--- config.mk ---
export PLATFORM = sky130hd
export DESIGN_NAME = swc_sleep_wake
export DESIGN_NICKNAME = d
export VERILOG_FILES = /design/src/common/swc_pkg.sv /design/src/rtl/swc_sleep_wake.sv
export VERILOG_INCLUDE_DIRS = /design/src /design/src/common
export SDC_FILE = /design/constraint.sdc
export NUM_CORES = 1
export LEC_CHECK = 0
export BUFFER_PORTS_ARGS = -buffer_cell sky130_fd_sc_hd__buf_2
export CORE_MARGIN = 2
export CORE_UTILIZATION = 30
export DETAILED_ROUTE_END_ITERATION = 16
export SYNTH_ARGS = -nofsm -noshare
export SYNTH_HDL_FRONTEND = slang
export SYNTH_SLANG_ARGS = --single-unit
--- constraint.sdc ---
create_clock -name CLK -period 7.93 [get_ports CLK]
set_input_delay 1.1895 -clock CLK [delete_from_list [all_inputs] [get_ports CLK]]
set_output_delay 1.1895 -clock CLK [all_outputs]
set_load 0.02 [all_outputs]
--- src/common/swc_defs.svh ---
/*
 * Constants of the sleep and wake controller: register indices, field
 * positions, reset values, codes and cycle counts.
 * Assumes it is included by its bare name wherever a number is needed.
 */
`ifndef SWC_DEFS_SVH
`define SWC_DEFS_SVH

`define SWC_IDX_MODE     6'h00
`define SWC_IDX_REGU     6'h01
`define SWC_IDX_GUARD    6'h02
`define SWC_IDX_STATUS   6'h03

`define SWC_SEN_BIT      0
`define SWC_SLEEP_MODE_SELECT_LSB    1
`define SWC_SLEEP_MODE_SELECT_MSB    3
`define SWC_HTL_BIT      4
`define SWC_REGULATOR_DRIVE_SELECT_LSB    0
`define SWC_REGULATOR_DRIVE_SELECT_MSB    2

`define SWC_MODE_RST     4'h0
`define SWC_REGULATOR_DRIVE_SELECT_RST    3'h0
`define SWC_HTL_RST      1'b0

`define SWC_SLEEP_MODE_SELECT_IDLE   3'h0
`define SWC_SLEEP_MODE_SELECT_STBY   3'h1
`define SWC_SLEEP_MODE_SELECT_PDN    3'h2
`define SWC_REGULATOR_DRIVE_SELECT_AUTO   3'h0
`define SWC_REGULATOR_DRIVE_SELECT_FULL   3'h1

`define SWC_BASE_CYC     16'h0006
`define SWC_GUARD_WIN    3'h4
`define SWC_BOD_WAITMODE 2'h3
`define SWC_FILT_ASYNC   2'h0
`define SWC_EDGE_ASYNC   1'b0

`endif

--- src/common/swc_pkg.sv ---
/*
 * Types of the sleep and wake controller: controller states, latched
 * sleep mode, pending interrupt bundle and peripheral qualifiers.
 * Assumes nothing beyond a SystemVerilog compiler.
 */
package swc_pkg;

	typedef enum logic [1:0] {
		ST_ACTIVE = 2'b00,
		ST_SLEEP  = 2'b01,
		ST_WAKE   = 2'b10,
		ST_BODW   = 2'b11
	} swc_state_e;

	typedef enum logic [1:0] {
		MD_IDLE = 2'b00,
		MD_STBY = 2'b01,
		MD_PDN  = 2'b10
	} swc_mode_e;

	// one bit per source, high while an enabled request is pending
	typedef struct packed {
		logic pin;
		logic voltage_level_monitor;
		logic multi_voltage_io;
		logic rtc_cnt;
		logic periodic_wake_timer;
		logic twi_match;
		logic custom_logic_unit;
		logic usart_sof;
		logic timer_type_a;
		logic tcb;
		logic adc;
		logic ac;
		logic zero_cross_detector;
		logic other;
	} swc_irq_s;

	typedef struct packed {
		logic       rtc_run_stdby;
		logic       adc_run_stdby;
		logic [1:0] lookup_filter_select;
		logic       lookup_edge_detect;
	} swc_qual_s;

endpackage

--- src/rtl/swc_sleep_wake.sv ---
/*
 * Sleep and wake controller with an APB register slave. Takes the core
 * into idle, standby or deep power-off on a sleep request, filters wake
 * sources per mode, times the wake delay and can hold for brown-out ready.
 * Assumes all inputs come from logic on CLK; the fuse level of the
 * brown-out mode is static while the core runs.
 */
`timescale 1ns/1ps
`include "swc_defs.svh"

// Behaviour
// - idle: any enabled interrupt but usart_sof wakes the core
// - standby peripheral wake needs its run_in_standby
// - deep power-off: only periodic_wake_timer of counter
// - custom_logic_unit wakes deep power-off only asynchronous
// - hot_leak_reduce blocks two-wire match, custom_logic_unit
// - USART start-of-frame standby only; timer_type_a, tcb idle only
// - idle wake takes six peripheral_clock cycles
// - deeper modes add oscillator, regulator start-up
// - deep power-off keeps only slow clocks if needed
// - brown-out mode 0x3 waits for detector ready
// - wake delay is longer of both times
// - runs normally while debugger attached
// - debug break wakes core without interrupt
// - unguarded write to regulator_control is ignored
// - sleep_mode_select codes idle, standby, deep power-off
// - sleep entered only with sleep_enable_bit set
// - hot_leak_reduce acts only with automatic drive
// - regulator_drive_select automatic or full drive
module swc_sleep_wake #(
	parameter logic [15:0] OSC_START_CYC = 16'h0010,
	parameter logic [15:0] REG_START_CYC = 16'h0008,
	parameter logic [7:0]  GUARD_KEY     = 8'hA5  // arbitrary key value
) (
	// clock and reset
	input  wire logic               CLK,
	input  wire logic               RESET,
	// apb slave
	input  wire logic               PSEL,
	input  wire logic               PENABLE,
	input  wire logic               PWRITE,
	input  wire logic [7:0]         PADDR,
	input  wire logic [31:0]        PWDATA,
	input  wire logic [3:0]         PSTRB,
	output logic [31:0]             PRDATA,
	output logic                    PREADY,
	output logic                    PSLVERR,
	// processor core
	input  wire logic               SLEEP_EXEC,
	input  wire logic               INSTR_RETIRE,
	input  wire logic               DEBUG_BREAK,
	output logic                    CORE_RUN,
	output logic                    SLEEPING,
	// interrupt sources and their settings
	input  wire swc_pkg::swc_irq_s  IRQ_PEND,
	input  wire swc_pkg::swc_qual_s IRQ_QUAL,
	// clock, regulator and brown-out status
	input  wire logic               MAIN_CLK_STDBY,
	input  wire logic               SLOW_CLK_NEEDED,
	input  wire logic               SLOW_OSC_SELECTED,
	input  wire logic [1:0]         BOD_ACTIVE_MODE,
	input  wire logic               BOD_READY,
	// power controls
	output logic                    MAIN_CLK_EN,
	output logic                    SLOW_CLK_EN,
	output logic                    REG_LOW_POWER,
	output logic                    HOT_LEAK_EN
);

	swc_pkg::swc_state_e state_r;
	swc_pkg::swc_state_e state_nxt;
	swc_pkg::swc_mode_e  mode_r;
	swc_pkg::swc_mode_e  mode_sel;

	logic [3:0]  mode_ctl_r;
	logic [2:0]  regulator_drive_select_r;
	logic        htl_r;
	logic [2:0]  guard_win_r;
	logic [15:0] wake_cnt_r;
	logic [15:0] wake_cnt_nxt;

	// apb decode
	wire [5:0] reg_idx    = PADDR[7:2];
	wire       aligned    = (PADDR[1:0] == 2'b00);
	wire       hit_mode   = aligned && (reg_idx == `SWC_IDX_MODE);
	wire       hit_regu   = aligned && (reg_idx == `SWC_IDX_REGU);
	wire       hit_guard  = aligned && (reg_idx == `SWC_IDX_GUARD);
	wire       hit_status = aligned && (reg_idx == `SWC_IDX_STATUS);
	wire       mapped     = hit_mode || hit_regu || hit_guard || hit_status;
	wire       access     = PSEL && PENABLE;
	wire       xfer_done  = access && PREADY;
	wire       wr_lane0   = xfer_done && PWRITE && PSTRB[0] && mapped;

	wire       wr_mode    = wr_lane0 && hit_mode;
	wire       wr_guard   = wr_lane0 && hit_guard;
	wire       guard_open = (guard_win_r != 3'h0);
	wire       key_ok     = (PWDATA[7:0] == GUARD_KEY);
	wire       wr_regu    = wr_lane0 && hit_regu && guard_open;

	// register fields
	wire       sleep_en   = mode_ctl_r[`SWC_SEN_BIT];
	wire [2:0] sleep_mode_select      = mode_ctl_r[`SWC_SLEEP_MODE_SELECT_MSB:`SWC_SLEEP_MODE_SELECT_LSB];
	wire       drive_auto = (regulator_drive_select_r == `SWC_REGULATOR_DRIVE_SELECT_AUTO);
	// leakage reduction only counts with automatic drive and power-off
	wire       htl_eff    = htl_r && drive_auto;

	// reserved codes fall back to idle so no undefined state is reached
	always_comb begin
		unique case (sleep_mode_select)
			`SWC_SLEEP_MODE_SELECT_STBY: mode_sel = swc_pkg::MD_STBY;
			`SWC_SLEEP_MODE_SELECT_PDN:  mode_sel = swc_pkg::MD_PDN;
			default:         mode_sel = swc_pkg::MD_IDLE;
		endcase
	end

	// wake source filtering per latched mode
	wire in_idle = (mode_r == swc_pkg::MD_IDLE);
	wire in_stby = (mode_r == swc_pkg::MD_STBY);
	wire in_pdn  = (mode_r == swc_pkg::MD_PDN);

	wire ccl_async = (IRQ_QUAL.lookup_filter_select == `SWC_FILT_ASYNC) &&
		(IRQ_QUAL.lookup_edge_detect == `SWC_EDGE_ASYNC);

	wire wake_idle = IRQ_PEND.pin || IRQ_PEND.voltage_level_monitor || IRQ_PEND.multi_voltage_io ||
		IRQ_PEND.rtc_cnt || IRQ_PEND.periodic_wake_timer || IRQ_PEND.twi_match ||
		IRQ_PEND.custom_logic_unit || IRQ_PEND.timer_type_a || IRQ_PEND.tcb ||
		IRQ_PEND.adc || IRQ_PEND.ac || IRQ_PEND.zero_cross_detector ||
		IRQ_PEND.other;

	wire wake_stby = IRQ_PEND.pin || IRQ_PEND.voltage_level_monitor || IRQ_PEND.multi_voltage_io ||
		(IRQ_PEND.rtc_cnt && IRQ_QUAL.rtc_run_stdby) ||
		IRQ_PEND.periodic_wake_timer ||
		(IRQ_PEND.adc && IRQ_QUAL.adc_run_stdby) ||
		IRQ_PEND.twi_match || IRQ_PEND.custom_logic_unit ||
		IRQ_PEND.usart_sof;

	wire wake_pdn = IRQ_PEND.pin || IRQ_PEND.voltage_level_monitor || IRQ_PEND.multi_voltage_io ||
		IRQ_PEND.periodic_wake_timer ||
		(IRQ_PEND.twi_match && !htl_eff) ||
		(IRQ_PEND.custom_logic_unit && ccl_async && !htl_eff);

	wire wake_hit = (in_idle && wake_idle) || (in_stby && wake_stby) ||
		(in_pdn && wake_pdn);

	// the wake delay grows by each start-up that the sleep made necessary
	wire osc_stopped = in_pdn || (in_stby && !MAIN_CLK_STDBY);
	wire reg_stopped = !in_idle && drive_auto;
	wire [15:0] osc_add = osc_stopped ? OSC_START_CYC : 16'h0000;
	wire [15:0] reg_add = reg_stopped ? REG_START_CYC : 16'h0000;
	wire [15:0] wake_load = `SWC_BASE_CYC + osc_add + reg_add;

	wire bod_wait = (BOD_ACTIVE_MODE == `SWC_BOD_WAITMODE);
	wire cnt_last = (wake_cnt_r == 16'h0001);

	// debug activity only matters while asleep; awake it changes nothing
	always_comb begin
		state_nxt    = state_r;
		wake_cnt_nxt = wake_cnt_r;
		unique case (state_r)
			swc_pkg::ST_ACTIVE: begin
				if (SLEEP_EXEC && sleep_en) begin
					state_nxt = swc_pkg::ST_SLEEP;
				end
			end
			swc_pkg::ST_SLEEP: begin
				if (wake_hit || DEBUG_BREAK) begin
					state_nxt    = swc_pkg::ST_WAKE;
					wake_cnt_nxt = wake_load;
				end
			end
			swc_pkg::ST_WAKE: begin
				if (cnt_last) begin
					// the longer of count and detector ready wins
					if (bod_wait && !BOD_READY) begin
						state_nxt = swc_pkg::ST_BODW;
					end else begin
						state_nxt = swc_pkg::ST_ACTIVE;
					end
				end else begin
					wake_cnt_nxt = wake_cnt_r - 16'h0001;
				end
			end
			swc_pkg::ST_BODW: begin
				if (BOD_READY) begin
					state_nxt = swc_pkg::ST_ACTIVE;
				end
			end
		endcase
	end

	always_ff @(posedge CLK) begin
		if (RESET) begin
			state_r    <= swc_pkg::ST_ACTIVE;
			wake_cnt_r <= 16'h0000;
		end else begin
			state_r    <= state_nxt;
			wake_cnt_r <= wake_cnt_nxt;
		end
	end

	// mode is frozen at sleep entry so register writes cannot move it
	always_ff @(posedge CLK) begin
		if (RESET) begin
			mode_r <= swc_pkg::MD_IDLE;
		end else if (state_r == swc_pkg::ST_ACTIVE &&
				state_nxt == swc_pkg::ST_SLEEP) begin
			mode_r <= mode_sel;
		end
	end

	// control registers
	always_ff @(posedge CLK) begin
		if (RESET) begin
			mode_ctl_r <= `SWC_MODE_RST;
		end else if (wr_mode) begin
			mode_ctl_r <= PWDATA[3:0];
		end
	end

	always_ff @(posedge CLK) begin
		if (RESET) begin
			regulator_drive_select_r <= `SWC_REGULATOR_DRIVE_SELECT_RST;
			htl_r   <= `SWC_HTL_RST;
		end else if (wr_regu) begin
			regulator_drive_select_r <= PWDATA[`SWC_REGULATOR_DRIVE_SELECT_MSB:`SWC_REGULATOR_DRIVE_SELECT_LSB];
			htl_r   <= PWDATA[`SWC_HTL_BIT];
		end
	end

	// unlock window: opened by the key, shut by the guarded write or by
	// the fourth retired instruction; a fresh key write wins over both
	always_ff @(posedge CLK) begin
		if (RESET) begin
			guard_win_r <= 3'h0;
		end else if (wr_guard && key_ok) begin
			guard_win_r <= `SWC_GUARD_WIN;
		end else if (wr_regu) begin
			guard_win_r <= 3'h0;
		end else if (INSTR_RETIRE && guard_open) begin
			guard_win_r <= guard_win_r - 3'h1;
		end
	end

	// read mux; reserved bits read zero, the key register reads zero
	wire [31:0] rd_mode   = {27'h0, mode_ctl_r};
	wire [31:0] rd_regu   = {27'h0, htl_r, 1'b0, regulator_drive_select_r};
	wire [31:0] rd_status = {26'h0, CORE_RUN, guard_open, mode_r, state_r};
	wire [31:0] rd_data   = hit_mode   ? rd_mode :
		hit_regu   ? rd_regu :
		hit_status ? rd_status : 32'h0000_0000;

	// one wait state: pready rises in the second access cycle
	always_ff @(posedge CLK) begin
		if (RESET) begin
			PREADY  <= 1'b0;
			PRDATA  <= 32'h0000_0000;
			PSLVERR <= 1'b0;
		end else if (access && !PREADY) begin
			PREADY  <= 1'b1;
			PRDATA  <= PWRITE ? 32'h0000_0000 : rd_data;
			PSLVERR <= !mapped;
		end else begin
			PREADY  <= 1'b0;
			PRDATA  <= 32'h0000_0000;
			PSLVERR <= 1'b0;
		end
	end

	// power outputs follow the next state so they change with it
	swc_pkg::swc_mode_e mode_nxt_sel;
	assign mode_nxt_sel = (state_r == swc_pkg::ST_ACTIVE) ? mode_sel : mode_r;
	wire nxt_sleep = (state_nxt == swc_pkg::ST_SLEEP);
	wire nxt_idle  = (mode_nxt_sel == swc_pkg::MD_IDLE);
	wire nxt_stby  = (mode_nxt_sel == swc_pkg::MD_STBY);
	wire nxt_pdn   = (mode_nxt_sel == swc_pkg::MD_PDN);

	wire main_on = !nxt_sleep || nxt_idle ||
		(nxt_stby && MAIN_CLK_STDBY);
	wire slow_on = !nxt_sleep || !nxt_pdn || SLOW_CLK_NEEDED;
	// automatic drive saves power asleep below idle, or on slow osc
	wire low_pwr = drive_auto &&
		((nxt_sleep && !nxt_idle) || SLOW_OSC_SELECTED);
	wire leak_on = nxt_sleep && nxt_pdn && htl_eff;

	always_ff @(posedge CLK) begin
		if (RESET) begin
			CORE_RUN      <= 1'b1;
			SLEEPING      <= 1'b0;
			MAIN_CLK_EN   <= 1'b1;
			SLOW_CLK_EN   <= 1'b1;
			REG_LOW_POWER <= 1'b0;
			HOT_LEAK_EN   <= 1'b0;
		end else begin
			CORE_RUN      <= (state_nxt == swc_pkg::ST_ACTIVE);
			SLEEPING      <= nxt_sleep;
			MAIN_CLK_EN   <= main_on;
			SLOW_CLK_EN   <= slow_on;
			REG_LOW_POWER <= low_pwr;
			HOT_LEAK_EN   <= leak_on;
		end
	end

endmodule

==> flow_summary.json, run 1 <==
{
  "vias_per_cell": 4.88,
  "crit_type": "input port to flip-flop",
  "layout-drive-gt1-share_pct": 22.0,
  "fin_area_um2": 2930,
  "ys_seq_elements": 45,
  "wire_per_inst_um": 12.5,
  "drv_cap": 0,
  "rsz0062_at_grt": "no",
  "clock-sinks": 45,
  "drc": 0,
  "num_rows": 33,
  "wl_met3_um": 317,
  "power.density_nw_per_um2": 156,
  "area_delta_synth_final_pct": 15.0,
  "io_pins": 117,
  "ys_types": 57,
  "antenna_cells": 0,
  "h-tree-depth": 2,
  "die_w_um": 96.1,
  "ant_nets": 0,
  "relSlewSlack_pct": 44.4,
  "yosysWarnings": 0,
  "num_vias": 2286,
  "syn_area_um2": 2540,
  "synth_edf_count": 0,
  "ys_seq_area_share_pct": 35.4,
  "root_buffer": "clkbuf_8",
  "syn_inst": 303,
  "grt_pass1_wl_um": 9550,
  "required_ns": 8.13,
  "top_layer": "met4",
  "grt_max_degree": 25,
  "timing.setup.tns_ns": 0,
  "nNetsFinal": 444,
  "finalSetupViolCount": 0,
  "initial_core_util_pct": 31.0,
  "p_sw_share_pct": 28.8,
  "worst_pin_slew_ns": 0.829,
  "worst_skew_pair.late_latency_ns": 0.31,
  "regToRegSetupSlack_ns": 5.00,
  "max_freq_mhz": 269,
  "wl_met2_um": 2670,
  "p_total_uw": 457,
  "grt_pass1_vias": 2053,
  "cts_tree": "done",
  "finalCritPeriodShare_pct": 47.0,
  "gp_congestion": 0.842,
  "dpl_cell_area_um2": 2840,
  "synth_flop_cell": "dfxtp_1",
  "p_clk_share_pct": 30.9,
  "path_max_fanout": 11,
  "p_sw_uw": 132,
  "async_flop_share_pct": 0,
  "status": "completed",
  "cp.arrival_ns": 3.92,
  "die_area_um2": 9230,
  "dieHeight_um": 96.1,
  "syn_avg_cell_area_um2": 8.40,
  "grt_antenna_before_repair": 0,
  "period_minus_slack_ns": 3.72,
  "clk_pin_slew_ns": 0.09,
  "cts-buffers-inserted": 5,
  "wl_met1_um": 2780,
  "cts_buffer_depth": 2,
  "first_pass_iters": 5,
  "drt_wl_total_um": 5860,
  "ir_worst_vdd_mv": 0.0673,
  "startpoint_type": "input port",
  "crit_path_end_kind": "flip-flop",
  "cts_resized": 0,
  "power.combinational.fraction_pct": 17.5,
  "leakage_uw": 0.00119,
  "grt-ovfl-total": 0,
  "drt_first_iter_violations": 110,
  "power.share.sequential_pct": 51.6,
  "hp-class": "flip-flop to flip-flop",
  "hold_violations": 0,
  "internal-power_uw": 325,
  "grt.total_usage_pct": 13.1,
  "cts_setup_buffers": 0,
  "finClkSkew_ns": 0.0104,
  "coreArea_um2": 8220,
  "ctsHoldBuffers": 0,
  "maxSlewViolCount": 0,
  "portBuffers": 63,
  "place_hpwl_um": 4540
}
stage by stage:
step,hold slack [ns],utilization [%],cells,worst slack (ns)
2_1_floorplan,0.453,-,328,4.57
3_3_place_gp,0.468,34.6,461,3.91
3_5_place_dp,0.469,34.6,461,3.91
4_1_cts,0.488,35.6,468,4.23
5_1_grt,0.511,35.6,468,4.07
6_report,0.488,35.6,468,4.21
Yosys cell counts (3+ instances only):
cell        n  area (um2)
mux2i_1    12         120
clkbuf_1    6        22.5
nor2b_1     6        37.5
xnor2_1     3        26.3
nand3_1     6        30.0
o211ai_1    5        37.5
or4_1       4        30.0
o21ai_0     6        30.0
nand2_1    23        86.3
ha_1        4        50.1
nor3_1     12        60.1
nor2_1     39         146
buf_4      26         195
nor3b_1     4        30.0
a2111oi_0   3        26.3
inv_1       8        30.0
nor4_1      5        31.3
dfxtp_1    45         901
a21oi_1    19        95.1
a211oi_1    3        22.5
nand2b_1    6        37.5
or3_1       9        56.3
layer usage:
metal,GRT usage (%),up-vias
met5,0,-
met4,5.24,0
met3,1.96,7
met2,21.6,68
met1,17.2,1048
li1,-,1163
cell usage in the layout, fill, tap and decap left out, types with 3 or more instances in the layout:
cell	n
buf_2	63
dfxtp_1	45
nor2_1	39
conb_1	26
nand2_1	23
a21oi_1	19
nor3_1	12
mux2i_1	12
or3_1	9
inv_1	8
nand2b_1	6
nand3_1	6
nor2b_1	6
o21ai_0	6
nor4_1	5
o211ai_1	5
clkbuf_8	5
or4_1	4
nor3b_1	4
ha_1	4
a211oi_1	3
a2111oi_0	3
xnor2_1	3
state kept, by name, indices dropped and copies added, names as in the netlist:
| signal | cells |
|---|---|
| state_r | 2 |
| HOT_LEAK_EN | 1 |
| SLEEPING | 1 |
| htl_r | 1 |
| PRDATA | 6 |
| CORE_RUN | 1 |
| PSLVERR | 1 |
| SLOW_CLK_EN | 1 |
| mode_ctl_r | 4 |
| regulator_drive_select_r | 3 |
| REG_LOW_POWER | 1 |
| PREADY | 1 |
| guard_win_r | 3 |
| wake_cnt_r | 16 |
| MAIN_CLK_EN | 1 |
| mode_r | 2 |
worst paths after layout:
path	cells past startpoint	to	startpoint
max	7	SLOW_CLK_EN	IRQ_PEND[12]
min	2	PRDATA[5]	CORE_RUN
min reg2reg	2	PRDATA[5]	CORE_RUN
max reg2reg	7	SLOW_CLK_EN	wake_cnt_r[0]
logic make-up (layout without fill, tap and decap cells):
group	count (synthesis)	count (layout)	synth area share (%)
simple gates	130	130	26.8
xor+xnor	5	5	1.72
buf+inv	43	78	10.8
compound gates	63	63	18.5
fa+ha+maj	4	4	1.97
other cells	1	26	0.147
mux	12	12	4.72
flops	45	45	35.4
area by class of cell:
| cell class | count | area [um2] |
|---|---|---|
| Fill cell | 890 | 5290 |
| Multi-Input combinational cell | 240 | 1460 |
| Sequential cell | 45 | 901 |
| Timing Repair Buffer | 63 | 315 |
| Tap cell | 105 | 131 |
| Clock buffer | 5 | 68.8 |
| Inverter | 8 | 30.0 |
| Clock inverter | 2 | 16.3 |
power by group through the flow:
stage	clock [uW]	combinational (uW)	sequential, uW
floorplan	0	66.6	241
global placement	0	78.7	241
detailed placement	0	80.4	241
CTS	145	80.7	236
global route	156	91.4	236
finish	141	80.1	236
worst max-delay path, cell delays in order:
cell and delay (ns):
buf_2 0.10, or4_4 0.53, or4_1 0.41, o22a_1 0.35
o31ai_2 0.77, nand3_2 0.19, or3_1 0.37
No activity file was read; power rests on OpenSTA's default activity.
==> run 2, diff against run 1 <==
==> constraint.sdc (replaced) <==
create_clock -name CLK -period 3.5 [get_ports CLK]
set_input_delay 0.525 -clock CLK [delete_from_list [all_inputs] [get_ports CLK]]
set_output_delay 0.525 -clock CLK [all_outputs]
set_load 0.02 [all_outputs]
==> flow_summary.json, run 2 (synthesis gave the netlist of run 1 again) <==
{
  "num_vias": 2338,
  "cts-buffers-inserted": 5,
  "timing.setup.tns_ns": 0,
  "portBuffers": 63,
  "drv_cap": 0,
  "wire_per_inst_um": 13.0,
  "layout.cells.non_filler": 470,
  "place_inst": 462,
  "drt_wl_total_um": 6090,
  "clk_pin_slew_ns": 0.09,
  "cts_setup_buffers": 0,
  "clock-sinks": 45,
  "largestRegisters": "wake_cnt_r x16, PRDATA x6, mode_ctl_r x4",
  "crit_chain": "buf_2, or4_4, or4_1, o22a_1, a2111oi_4, nand3_2, or3_1",
  "ir_worst_vdd_mv": 0.169,
  "crit_path_end_kind": "flip-flop",
  "worst_pin_slew_ns": 0.605,
  "final_common_cell": "buf_2",
  "coreArea_um2": 8220,
  "first_pass_iters": 4,
  "grt-ovfl-total": 0,
  "final_cell_mix": "63 x buf_2, 45 x dfxtp_1, 39 x nor2_1, 26 x conb_1, 23 x nand2_1",
  "initial_core_util_pct": 31.0,
  "cts_tree": "done",
  "relSlewSlack_pct": 59.4,
  "critPathTopFamily": "simple AND/OR/NAND/NOR gates",
  "finClkSkew_ns": 0.00918,
  "area_delta_synth_final_pct": 15.9,
  "max_freq_mhz": 380,
  "slowest_stage": "or4_4",
  "die_area_um2": 9230,
  "path_max_fanout": 9,
  "io_pins": 117,
  "hp-class": "input port to flip-flop",
  "period_minus_slack_ns": 2.63,
  "ctsHoldBuffers": 0,
  "startpoint_type": "input port",
  "required_ns": 3.70,
  "crit_type": "input port to flip-flop",
  "cts_resized": 0,
  "nNetsFinal": 445,
  "n_fill_cell": 875,
  "gp_congestion": 0.858,
  "path_buf_inv": 1,
  "status": "completed",
  "grt_antenna_before_repair": 0,
  "multiInputGateArea_um2": 1460,
  "maxSlewViolCount": 0,
  "rsz0062_at_grt": "no",
  "power.density_nw_per_um2": 366,
  "die_w_um": 96.1,
  "cts_buffer_depth": 2,
  "layout-drive-gt1-share_pct": 22.5,
  "worst_skew_pair.late_latency_ns": 0.31,
  "grt_max_degree": 25,
  "leakage_uw": 0.00121,
  "grt_pass1_wl_um": 10100,
  "h-tree-depth": 2,
  "regToRegSetupSlack_ns": 0.92,
  "largest_register_ffs": 16,
  "grt_pass1_vias": 2115,
  "cp.arrival_ns": 2.83,
  "finalCritPeriodShare_pct": 75.3,
  "top_register": "wake_cnt_r",
  "hold_violations": 0,
  "drt_first_iter_violations": 108,
  "dieHeight_um": 96.1,
  "antenna_cells": 0,
  "root_buffer": "clkbuf_8",
  "seqCellArea_um2": 901,
  "num_rows": 33,
  "ant_nets": 0,
  "place_hpwl_um": 4650,
  "finalSetupViolCount": 0,
  "vias_per_cell": 4.97,
  "drc": 0,
  "grt.total_usage_pct": 13.8,
  "max_stage_delay_ns": 0.53
}
## run 2: layout make-up
class	instances	share of cell area [%]
Multi-Input combinational cell	240	49.6
Sequential cell	45	30.6
Timing Repair Buffer	64	11.0
Tap cell	105	4.46
Clock buffer	6	2.80
Inverter	8	1.02
Clock inverter	2	0.594
## run 2: final timing paths
check / start / end / cells past startpoint
max reg2reg: wake_cnt_r[0] / SLOW_CLK_EN / 7
min reg2reg: CORE_RUN / PRDATA[5] / 2
min: SLOW_CLK_NEEDED / SLOW_CLK_EN / 2
max: IRQ_PEND[12] / SLOW_CLK_EN / 7
## run 2: metrics by stage
step / hold WS, ns / worst slack, ns / cell area (um2) / power, uW / util, %
final: 0.406 / 0.865 / 2950 / 1080 / 35.9
after global routing: 0.418 / 0.680 / 2950 / 1140 / 35.9
after CTS: 0.406 / 0.856 / 2950 / 1090 / 35.9
after detailed placement: 0.458 / 0.527 / 2850 / 733 / 34.7
after global placement: 0.468 / 0.552 / 2850 / 724 / 34.7
after floorplan: 0.453 / 0.801 / 2640 / 698 / -
## run 2: power by group
part           leakage (uW)  switching (uW)  internal (uW)
Clock             0.0000518             196            164
Combinational      0.000795             112           73.0
Sequential         0.000363            7.21            527
Total               0.00121             314            764
## run 2: layer usage
layer | wire (um) | vias to the layer above | global-route usage (%)
li1 | - | 1162 | -
met1 | 2970 | 1101 | 18.2
met2 | 2730 | 64 | 22.7
met3 | 270 | 11 | 1.88
met4 | 118 | 0 | 5.24
met5 | 0 | - | 0
